**config.mk**
```make
export PLATFORM = sky130hd
export DESIGN_NAME = swu_port
export DESIGN_NICKNAME = d
export VERILOG_FILES = /design/src/rtl/swu_pkg.sv /design/src/rtl/swu_tx_if.sv /design/src/rtl/swu_byte_tx.sv /design/src/rtl/swu_port.sv
export SDC_FILE = /design/constraint.sdc
export NUM_CORES = 1
export LEC_CHECK = 0
export BUFFER_PORTS_ARGS = -buffer_cell sky130_fd_sc_hd__clkbuf_2
export CAP_MARGIN = 10
export CORE_MARGIN = 10
export CORE_UTILIZATION = 40
export DETAILED_ROUTE_END_ITERATION = 7
export HOLD_SLACK_MARGIN = 0.02
export SLEW_MARGIN = 20
export SYNTH_ARGS = -nofsm -noshare
export SYNTH_HDL_FRONTEND = slang
export SYNTH_SLANG_ARGS = --single-unit
```
**constraint.sdc**
```tcl
create_clock -name core_clk -period 12.1 [get_ports core_clk]
set_input_delay 1.21 -clock core_clk [delete_from_list [all_inputs] [get_ports core_clk]]
set_output_delay 1.21 -clock core_clk [all_outputs]
set_load 0.01 [all_outputs]
```
**src/rtl/swu_pkg.sv**
```systemverilog
// Purpose: shared constants and types of the single-wire datagram port
// Assumes: 8 data bits, one start and one stop bit per byte
// Notes: bit counts are in bit times, cycle counts in core_clk cycles
package swu_pkg;
    localparam logic [3:0] SWU_SYNC_NIBBLE = 4'h5;
    localparam logic [7:0] SWU_SYNC_TX_BYTE = 8'h05;
    localparam logic [7:0] SWU_MASTER_ADDR = 8'hFF;
    localparam int SWU_RW_BIT = 7;
    localparam logic [7:0] SWU_CRC_POLY = 8'h07;
    localparam logic [7:0] SWU_CRC_INIT = 8'h00;
    localparam logic [7:0] SWU_TIMEOUT_BITS = 8'h3F;
    localparam logic [7:0] SWU_RECOVER_BITS = 8'h0C;
    localparam logic [7:0] SWU_GLITCH_CYC = 8'h10;
    localparam logic [7:0] SWU_HOLD_BITS = 8'h04;
    localparam logic [7:0] SWU_DELAY_STEP_BITS = 8'h08;
    localparam logic [2:0] SWU_LAST_RD_BYTE = 3'h3;
    localparam logic [2:0] SWU_LAST_WR_BYTE = 3'h7;
    localparam logic [3:0] SWU_SYNC_FIRST_IDX = 4'h4;
    localparam logic [3:0] SWU_FRAME_BITS = 4'h9;

    typedef enum logic [9:0] {
        ST_IDLE  = 10'h001,
        ST_SYNC  = 10'h002,
        ST_START = 10'h004,
        ST_BITS  = 10'h008,
        ST_STOP  = 10'h010,
        ST_GAP   = 10'h020,
        ST_RECOV = 10'h040,
        ST_TURN  = 10'h080,
        ST_SEND  = 10'h100,
        ST_HOLD  = 10'h200
    } swu_state_t;

    // lsb-first serial crc, one byte per call
    function automatic logic [7:0] swu_crc8(input logic [7:0] crc_in, input logic [7:0] din);
        logic [7:0] c;
        c = crc_in;
        for (int i = 0; i < 8; i++) begin
            if (c[7] ^ din[i]) begin
                c = {c[6:0], 1'b0} ^ SWU_CRC_POLY;
            end else begin
                c = {c[6:0], 1'b0};
            end
        end
        return c;
    endfunction : swu_crc8
endpackage : swu_pkg

```
**src/rtl/swu_tx_if.sv**
```systemverilog
// Purpose: carrier between the datagram controller and its byte sender
// Assumes: single core_clk domain
// Notes: start is a one-cycle pulse, done pulses at end of stop bit
`timescale 1ns/1ps
interface swu_tx_if #(parameter int BW = 14);
    logic start;
    logic [7:0] data;
    logic [BW-1:0] bit_cycles;
    logic busy;
    logic done;
    logic txd;
    modport ctl (output start, output data, output bit_cycles, input busy, input done, input txd);
    modport tx (input start, input data, input bit_cycles, output busy, output done, output txd);
endinterface : swu_tx_if

```
**src/rtl/swu_byte_tx.sv**
```systemverilog
// Purpose: sends one framed byte at the measured bit time
// Assumes: bit_cycles stays stable while busy
// Notes: line level rests high between bytes
`timescale 1ns/1ps
module swu_byte_tx #(
    parameter int BW = 14
) (
    input wire logic core_clk,
    input wire logic arst_n,
    swu_tx_if.tx tx
);
    logic [8:0] sh_q;
    logic [3:0] cnt_q;
    logic [BW-1:0] tmr_q;
    logic busy_q;
    logic done_q;
    logic txd_q;

    always_ff @(posedge core_clk or negedge arst_n) begin
        if (!arst_n) begin
            sh_q <= 9'h1FF;
            cnt_q <= 4'h0;
            tmr_q <= '0;
            busy_q <= 1'b0;
            done_q <= 1'b0;
            txd_q <= 1'b1;
        end else begin
            done_q <= 1'b0;
            if (tx.start && !busy_q) begin
                txd_q <= 1'b0;
                sh_q <= {1'b1, tx.data};
                cnt_q <= swu_pkg::SWU_FRAME_BITS;
                tmr_q <= tx.bit_cycles - 1'b1;
                busy_q <= 1'b1;
            end else if (busy_q) begin
                if (tmr_q == '0) begin
                    if (cnt_q == 4'h0) begin
                        busy_q <= 1'b0;
                        done_q <= 1'b1;
                    end else begin
                        txd_q <= sh_q[0];
                        sh_q <= {1'b1, sh_q[8:1]};
                        cnt_q <= cnt_q - 4'h1;
                        tmr_q <= tx.bit_cycles - 1'b1;
                    end
                end else begin
                    tmr_q <= tmr_q - 1'b1;
                end
            end
        end
    end

    assign tx.busy = busy_q;
    assign tx.done = done_q;
    assign tx.txd = txd_q;
endmodule : swu_byte_tx

```
**src/rtl/swu_port.sv**
```systemverilog
// Purpose: single-wire half-duplex datagram port, node side
// Assumes: core_clk 50 MHz, line pulled high outside frames
// Notes: register contents live outside, reached by the strobes below
`timescale 1ns/1ps
module swu_port #(
    parameter int BW = 14,
    parameter int TW = 20
) (
    input wire logic core_clk,
    input wire logic arst_n,
    input wire logic line_in,
    output logic line_out,
    output logic line_oe,
    input wire logic address_strap_low,
    input wire logic address_strap_high,
    input wire logic [3:0] reply_turnaround_delay,
    input wire logic pdn_disable,
    input wire logic reg_power_down,
    output logic power_down,
    output logic wr_strobe,
    output logic rd_strobe,
    output logic [6:0] reg_addr,
    output logic [31:0] wr_data,
    input wire logic [31:0] rd_data,
    output logic [7:0] write_count,
    output logic link_error
);
    swu_pkg::swu_state_t state_q;
    logic [2:0] ls_q;
    logic rx_q, rx_prev_q;
    logic [1:0] a1_q, a2_q, a3_q, node_q;
    logic [TW-1:0] tmr_q, meas_q, tmo_q;
    logic [BW-1:0] bit_q, good_q;
    logic [3:0] idx_q;
    logic edge_q;
    logic [7:0] byte_q, crc_q, addr_q, reg_q, tx_crc_q, tx_byte;
    logic [2:0] nbyte_q, tx_idx_q;
    logic [31:0] data_q, rdat_q;
    logic wr_q, rd_q, err_q, oe_q, pd_q, tx_start_q, issued_q;
    logic fall, rise, last_byte, rx_active, tmo_hit;
    logic [7:0] new_crc;
    logic [3:0] dly_steps;

    swu_tx_if #(.BW(BW)) txb ();

    swu_byte_tx #(.BW(BW)) u_tx (
        .core_clk(core_clk),
        .arst_n(arst_n),
        .tx(txb)
    );

    function automatic logic [TW-1:0] bits_to_cyc(input logic [BW-1:0] b, input logic [7:0] n);
        logic [TW-1:0] wb;
        logic [TW-1:0] wn;
        wb = TW'(b);
        wn = TW'(n);
        return wb * wn;
    endfunction : bits_to_cyc

    // three flops; a level counts once stages two and three agree
    always_ff @(posedge core_clk or negedge arst_n) begin
        if (!arst_n) begin
            ls_q <= 3'h7;
            rx_q <= 1'b1;
            rx_prev_q <= 1'b1;
        end else begin
            ls_q <= {ls_q[1:0], line_in};
            if (ls_q[1] == ls_q[2]) begin
                rx_q <= ls_q[1];
            end
            rx_prev_q <= rx_q;
        end
    end

    // straps synchronised, address follows settled value
    always_ff @(posedge core_clk or negedge arst_n) begin
        if (!arst_n) begin
            a1_q <= 2'h0;
            a2_q <= 2'h0;
            a3_q <= 2'h0;
            node_q <= 2'h0;
        end else begin
            a1_q <= {address_strap_high, address_strap_low};
            a2_q <= a1_q;
            a3_q <= a2_q;
            if (a2_q == a3_q) begin
                node_q <= a2_q;
            end
        end
    end

    assign fall = rx_prev_q & ~rx_q;
    assign rise = ~rx_prev_q & rx_q;
    assign rx_active = (state_q == swu_pkg::ST_SYNC) || (state_q == swu_pkg::ST_START) ||
        (state_q == swu_pkg::ST_BITS) || (state_q == swu_pkg::ST_STOP) || (state_q == swu_pkg::ST_GAP);
    assign new_crc = swu_pkg::swu_crc8(crc_q, byte_q);
    // read request ends after its fourth byte
    assign last_byte = (nbyte_q == swu_pkg::SWU_LAST_WR_BYTE) ||
        (nbyte_q == swu_pkg::SWU_LAST_RD_BYTE && !reg_q[swu_pkg::SWU_RW_BIT]);
    // setting zero still gives one step of eight bit times
    assign dly_steps = (reply_turnaround_delay == 4'h0) ? 4'h1 : reply_turnaround_delay;

    // time since the last falling edge, judged with last good bit time
    always_ff @(posedge core_clk or negedge arst_n) begin
        if (!arst_n) begin
            tmo_q <= '0;
        end else if (!rx_active || fall) begin
            tmo_q <= '0;
        end else if (tmo_q != '1) begin
            tmo_q <= tmo_q + 1'b1;
        end
    end
    assign tmo_hit = tmo_q > bits_to_cyc(good_q, swu_pkg::SWU_TIMEOUT_BITS);

    always_ff @(posedge core_clk or negedge arst_n) begin
        if (!arst_n) begin
            state_q <= swu_pkg::ST_IDLE;
            tmr_q <= '0;
            meas_q <= '0;
            bit_q <= '1;
            good_q <= '1;
            idx_q <= 4'h0;
            edge_q <= 1'b0;
            byte_q <= 8'h00;
            crc_q <= swu_pkg::SWU_CRC_INIT;
            nbyte_q <= 3'h0;
            addr_q <= 8'h00;
            reg_q <= 8'h00;
            data_q <= 32'h0000_0000;
            wr_q <= 1'b0;
            rd_q <= 1'b0;
            err_q <= 1'b0;
            oe_q <= 1'b0;
        end else begin
            wr_q <= 1'b0;
            rd_q <= 1'b0;
            err_q <= 1'b0;
            if (rx_active && tmo_hit) begin
                err_q <= 1'b1;
                tmr_q <= '0;
                state_q <= swu_pkg::ST_RECOV;
            end else begin
                unique case (state_q)
                    swu_pkg::ST_IDLE: begin
                        if (fall) begin
                            meas_q <= TW'(1);
                            edge_q <= 1'b0;
                            state_q <= swu_pkg::ST_SYNC;
                        end
                    end
                    swu_pkg::ST_SYNC: begin
                        meas_q <= meas_q + 1'b1;
                        if (rise && meas_q < TW'(swu_pkg::SWU_GLITCH_CYC)) begin
                            // short idle-line pulse is a glitch
                            err_q <= 1'b1;
                            tmr_q <= '0;
                            state_q <= swu_pkg::ST_RECOV;
                        end else if (fall && !edge_q) begin
                            edge_q <= 1'b1;
                        end else if (fall) begin
                            // four bit times measured, retune divider
                            bit_q <= meas_q[BW+1:2];
                            tmr_q <= TW'(meas_q[BW+1:2]) + TW'(meas_q[BW+1:3]) - 1'b1;
                            // low nibble taken as sync; upper bits sampled, not checked
                            byte_q <= {4'h0, swu_pkg::SWU_SYNC_NIBBLE};
                            idx_q <= swu_pkg::SWU_SYNC_FIRST_IDX;
                            nbyte_q <= 3'h0;
                            crc_q <= swu_pkg::SWU_CRC_INIT;
                            state_q <= swu_pkg::ST_BITS;
                        end
                    end
                    swu_pkg::ST_GAP: begin
                        if (fall) begin
                            tmr_q <= TW'(bit_q[BW-1:1]);
                            state_q <= swu_pkg::ST_START;
                        end
                    end
                    swu_pkg::ST_START: begin
                        if (tmr_q != '0) begin
                            tmr_q <= tmr_q - 1'b1;
                        end else if (rx_q) begin
                            // false start bit is an error
                            err_q <= 1'b1;
                            state_q <= swu_pkg::ST_RECOV;
                        end else begin
                            tmr_q <= TW'(bit_q) - 1'b1;
                            idx_q <= 4'h0;
                            state_q <= swu_pkg::ST_BITS;
                        end
                    end
                    swu_pkg::ST_BITS: begin
                        if (tmr_q != '0) begin
                            tmr_q <= tmr_q - 1'b1;
                        end else begin
                            byte_q[idx_q[2:0]] <= rx_q;
                            tmr_q <= TW'(bit_q) - 1'b1;
                            idx_q <= idx_q + 4'h1;
                            if (idx_q[2:0] == 3'h7) begin
                                state_q <= swu_pkg::ST_STOP;
                            end
                        end
                    end
                    swu_pkg::ST_STOP: begin
                        if (tmr_q != '0) begin
                            tmr_q <= tmr_q - 1'b1;
                        end else if (!rx_q) begin
                            // missing stop bit treated like a glitch
                            err_q <= 1'b1;
                            state_q <= swu_pkg::ST_RECOV;
                        end else if (!last_byte) begin
                            // crc over every byte before the crc byte
                            crc_q <= new_crc;
                            nbyte_q <= nbyte_q + 3'h1;
                            if (nbyte_q == 3'h1) begin
                                addr_q <= byte_q;
                            end else if (nbyte_q == 3'h2) begin
                                reg_q <= byte_q;
                            end else if (nbyte_q != 3'h0) begin
                                data_q <= {data_q[23:0], byte_q};
                            end
                            state_q <= swu_pkg::ST_GAP;
                        end else if (byte_q != crc_q) begin
                            err_q <= 1'b1;
                            state_q <= swu_pkg::ST_RECOV;
                        end else begin
                            good_q <= bit_q;
                            tmr_q <= '0;
                            // only own address is acted on
                            if (addr_q != {6'h00, node_q}) begin
                                state_q <= swu_pkg::ST_IDLE;
                            end else if (reg_q[swu_pkg::SWU_RW_BIT]) begin
                                wr_q <= 1'b1;
                                state_q <= swu_pkg::ST_IDLE;
                            end else begin
                                rd_q <= 1'b1;
                                state_q <= swu_pkg::ST_TURN;
                            end
                        end
                    end
                    swu_pkg::ST_RECOV: begin
                        // wait for 12 idle bit times
                        if (!rx_q) begin
                            tmr_q <= '0;
                        end else if (tmr_q >= bits_to_cyc(good_q, swu_pkg::SWU_RECOVER_BITS)) begin
                            state_q <= swu_pkg::ST_IDLE;
                        end else begin
                            tmr_q <= tmr_q + 1'b1;
                        end
                    end
                    swu_pkg::ST_TURN: begin
                        if (tmr_q >= bits_to_cyc(bit_q, 8'({4'h0, dly_steps} * swu_pkg::SWU_DELAY_STEP_BITS))) begin
                            oe_q <= 1'b1;
                            state_q <= swu_pkg::ST_SEND;
                        end else begin
                            tmr_q <= tmr_q + 1'b1;
                        end
                    end
                    swu_pkg::ST_SEND: begin
                        if (txb.done && tx_idx_q == swu_pkg::SWU_LAST_WR_BYTE) begin
                            tmr_q <= '0;
                            state_q <= swu_pkg::ST_HOLD;
                        end
                    end
                    swu_pkg::ST_HOLD: begin
                        // release driver four bit times after stop bit
                        if (tmr_q >= bits_to_cyc(bit_q, swu_pkg::SWU_HOLD_BITS) - 1'b1) begin
                            oe_q <= 1'b0;
                            state_q <= swu_pkg::ST_IDLE;
                        end else begin
                            tmr_q <= tmr_q + 1'b1;
                        end
                    end
                endcase
            end
        end
    end

    // reply sequencing; own echo is not listened to while sending
    always_ff @(posedge core_clk or negedge arst_n) begin
        if (!arst_n) begin
            tx_idx_q <= 3'h0;
            tx_crc_q <= swu_pkg::SWU_CRC_INIT;
            tx_start_q <= 1'b0;
            issued_q <= 1'b0;
            rdat_q <= 32'h0000_0000;
        end else begin
            tx_start_q <= 1'b0;
            if (rd_q) begin
                rdat_q <= rd_data;
                tx_idx_q <= 3'h0;
                tx_crc_q <= swu_pkg::SWU_CRC_INIT;
                issued_q <= 1'b0;
            end else if (state_q == swu_pkg::ST_SEND) begin
                if (txb.done) begin
                    issued_q <= 1'b0;
                    tx_idx_q <= tx_idx_q + 3'h1;
                end else if (!issued_q && !txb.busy) begin
                    tx_start_q <= 1'b1;
                    issued_q <= 1'b1;
                    // reply crc accumulated as bytes leave
                    // crc byte left out, else it would fold into itself before it is sent
                    if (tx_idx_q != swu_pkg::SWU_LAST_WR_BYTE) begin
                        tx_crc_q <= swu_pkg::swu_crc8(tx_crc_q, tx_byte);
                    end
                end
            end
        end
    end

    // reply layout; reserved sync bits sent as zero
    always_comb begin
        unique case (tx_idx_q)
            3'h0: tx_byte = swu_pkg::SWU_SYNC_TX_BYTE;
            3'h1: tx_byte = swu_pkg::SWU_MASTER_ADDR;
            3'h2: tx_byte = {1'b0, reg_q[6:0]};
            3'h3: tx_byte = rdat_q[31:24];
            3'h4: tx_byte = rdat_q[23:16];
            3'h5: tx_byte = rdat_q[15:8];
            3'h6: tx_byte = rdat_q[7:0];
            3'h7: tx_byte = tx_crc_q;
        endcase
    end

    assign txb.start = tx_start_q;
    assign txb.data = tx_byte;
    // reply at the request's measured bit time
    assign txb.bit_cycles = bit_q;

    always_ff @(posedge core_clk or negedge arst_n) begin
        if (!arst_n) begin
            write_count <= 8'h00;
        end else if (wr_q) begin
            write_count <= write_count + 8'h01;
        end
    end

    // pin-level power-down only while not disabled
    always_ff @(posedge core_clk or negedge arst_n) begin
        if (!arst_n) begin
            pd_q <= 1'b0;
        end else begin
            pd_q <= pdn_disable ? reg_power_down : ~rx_q;
        end
    end

    // driven high whenever the reply driver is on but idle
    assign line_out = txb.txd;
    assign line_oe = oe_q;
    assign power_down = pd_q;
    assign wr_strobe = wr_q;
    assign rd_strobe = rd_q;
    assign reg_addr = reg_q[6:0];
    assign wr_data = data_q;
    assign link_error = err_q;
endmodule : swu_port

```
==> results_dict.tcl <==
set metrics [dict create \
    grtUsageMet1_pct 23.7 \
    r2r-start "good_q[3]$_DFFE_PN1P_" \
    arrival_ns 8.19 \
    async_reset_ff_share_pct 100 \
    cts_tree "done" \
    firstDrtPassIters 8 \
    holdBufCountCts 0 \
    routabilityCongestion 0.917 \
    ys_seq_area_share_pct 32.1 \
    setup_viol_count_final 0 \
    synth_area_leaders "dfrtp_1 (27%), ha_1 (11%), fa_1 (6.1%)" \
    holdCritPathClass "reg -> reg" \
    dieHeight_um 250 \
    hold_start "a1_q[0]$_DFF_PN0_" \
    irDropWorstVdd_mv 0.103 \
    status "finished, final reports clean" \
    synth.avg_cell_area_sq_um 9.38 \
    finalSetupTns_ns 0 \
    synth_warnings 0 \
    end_kind "register" \
    numClockSinks 269 \
    drt-total-wl_um 55300 \
    globalRouteMet2Util_pct 28.0 \
    vias 16600 \
    fmax_mhz 129 \
    synth_common_cells "dfrtp_1 (226), ha_1 (194), nand2_1 (190)" \
    power_density_mw_per_mm2 140 \
    postCtsSetupRepairBufs 0 \
    drc 0 \
    whs_ns 0.336 \
    core_sq_mm 0.0524 \
    finalCriticalPeriod_ns 7.77 \
    required_ns 12.51 \
    drtIter0Drc 1366 \
    total_power_w 0.00325 \
    synth-edff-count 0 \
    nFillCells 5035 \
    p_leak_nw 11.1 \
    max-cap-violations 0 \
    clock_skew_ns 0.0178 \
    portBuffers 95 \
    yosys.area.top_type_share_pct 26.8 \
    crit_path_max_fanout 32 \
    yosysMostFrequentCell "dfrtp_1" \
    antenna_found_initial 1 \
    track_usage_pct 17.4 \
    syn-num-nets 2554 \
    grt.busiest_layer "met2" \
    grt_pass1_wl_um 89600 \
    root_buffer "clkbuf_16" \
    worstMarginPinSlew_ns 1.01 \
    synthToLayoutAreaGrowth_pct 9.94 \
    syn-instance-count 2253 \
    die_area_sq_mm 0.0624 \
    grt-ovfl-total 0 \
    ios 96 \
    rows 84 \
    synthFlopType "dfrtp_1" \
    clk_latency_ns 0.54 \
    cts-resized-gates 0 \
    synth_seq_cells 269 \
    use_met3_pct 2.56 \
    crit_type "reg -> reg" \
    die_w_um 250 \
    first_global_vias 16300 \
    htreeDepth 2 \
    clk_pin_slew_ns 0.06 \
    drive_above_1_share_pct 14.7 \
    cp-start-kind "register" \
    dp_hpwl_um 41400 \
    timing.slew.headroom_pct 32.5 \
    hold_violations 0 \
    drtAntennaViolNets 0 \
    wl_per_cell_um 18.4 \
    start_util_pct 40.3 \
    grt_start_max_net_pins 175 \
    drv_slew 0 \
    grt_setup_unrepaired "false" \
    syn_area_sq_mm 0.0211 \
    yosysTopAreaCell "dfrtp_1" \
    period_share_pct 64.2 \
    synthDistinctLibCells 97 \
    fin_nets 2592 \
    cts_made_buffers 34 \
    clockBufferDepth 3 \
    setup.worst_path.start "good_q[3]$_DFFE_PN1P_" \
    drt-vias-per-instance 5.53 \
]
==> cell usage in the layout (no fill, tap or decap), drive strengths merged, types with 7 or more instances in the layout <==
cell,n
a211oi,17
a21o,30
a21oi,111
a221o,7
a221oi,8
a22o,27
a22oi,16
a31oi,19
and2,39
and3,22
and4,16
buf,13
clkbuf,144
dfrtp,226
dfstp,43
fa,64
ha,194
inv,190
mux2,103
nand2,193
nand2b,18
nand3,53
nand3b,7
nand4,25
nor2,139
nor2b,15
nor3,57
nor3b,7
nor4,19
o2111ai,8
o211ai,11
o21ai,126
o21bai,11
o22ai,7
o31ai,22
or2,10
or3,25
or4,10
xnor2,93
xor2,70
==> final timing paths <==
| kind | endpoint | slack [ns] | cells past startpoint |
|---|---|---|---|
| setup / recovery | wr_data[30]$_DFFE_PN0P_ | 4.33 | 25 |
| hold / removal | a2_q[0]$_DFF_PN0_ | 0.34 | 0 |
| setup reg to reg | wr_data[30]$_DFFE_PN0P_ | 4.33 | 25 |
| hold reg to reg | a2_q[0]$_DFF_PN0_ | 0.34 | 0 |
| max in group asynchronous | meas_q[7]$_DFFE_PN0P_ | 9.95 | 2 |
| min in group asynchronous | rdat_q[10]$_DFFE_PN0P_ | 0.70 | 1 |
==> layout make-up <==
| cell class | count | area [sq um] | share of cell area [%] |
|---|---|---|---|
| inverter | 189 | 709 | 3.05 |
| tap | 688 | 861 | 3.71 |
| antenna | 1 | 2.50 | 0.0108 |
| clock buffer | 50 | 982 | 4.23 |
| multi-input combinational | 1690 | 13200 | 56.7 |
| sequential | 269 | 6790 | 29.2 |
| timing repair buffer | 107 | 588 | 2.53 |
| clock inverter | 11 | 135 | 0.582 |
==> critical path, cell delays in order, from the launching register on <==
cell and delay (ns):
dfstp_2 0.59, inv_1 0.09, fa_1 0.62, inv_1 0.08, fa_1 0.50, inv_1 0.05, fa_1 0.52, inv_1 0.04
ha_1 0.25, or3_1 0.33, o2111ai_1 0.11, nand3_1 0.14, o41ai_1 0.54, o2111ai_1 0.20, a21oi_1 0.20, xor2_1 0.09
ha_1 0.33, nand4_1 0.11, nor3_1 0.36, nand3_1 0.19, o211a_1 0.20, and2_1 0.19, buf_4 0.23, nor4_4 0.51
o21a_2 0.72, mux2_2 0.42
==> per-layer routing <==
metal,part of all wire (%),vias to the layer above
met4,2.7,2
met3,4.8,80
met1,47,8126
met5,0.022,-
met2,46,368
li1,-,8039
==> metrics by stage <==
step	area, sq um	util (%)	std cells	setup WS [ns]
global placement	22100	42.1	2943	4.49
detailed placement	22100	42.1	2943	4.36
global route	23200	44.3	3004	3.67
finish	23200	44.3	3005	4.33
CTS	23200	44.3	3004	4.32
floorplan	21100	-	2253	5.43
==> power breakdown <==
group | internal, W | leakage (nW) | switching, W
Combinational | 0.000421 | 7.00 | 0.000640
Sequential | 0.000966 | 3.53 | 0.000193
Clock | 0.000627 | 0.547 | 0.000402
Total | 0.00201 | 11.1 | 0.00124
==> flip-flops by register name, summed over array words and instances, names as in the netlist, 4 cells and up <==
signal,count
rdat_q,32
wr_data,32
meas_q,20
tmo_q,20
tmr_q,20
bit_q,14
good_q,14
u_tx.tmr_q,14
state_q,10
addr_q,8
byte_q,8
crc_q,8
reg_q,8
tx_crc_q,8
u_tx.sh_q,8
write_count,8
u_tx.cnt_q,4
==> logic make-up after synthesis <==
family                     after synthesis  synth area share [%]
AOI/OAI and AO/OA                      489                  15.6
xor gates and xnor gates               166                  7.08
adders and majority gates              259                  17.6
buffers and inverters                  294                  5.61
DFF                                    269                  32.1
muxes                                  108                  5.74
and+or+nand+nor                        668                  16.3
Note: power is estimated with default switching activity, not from simulation.
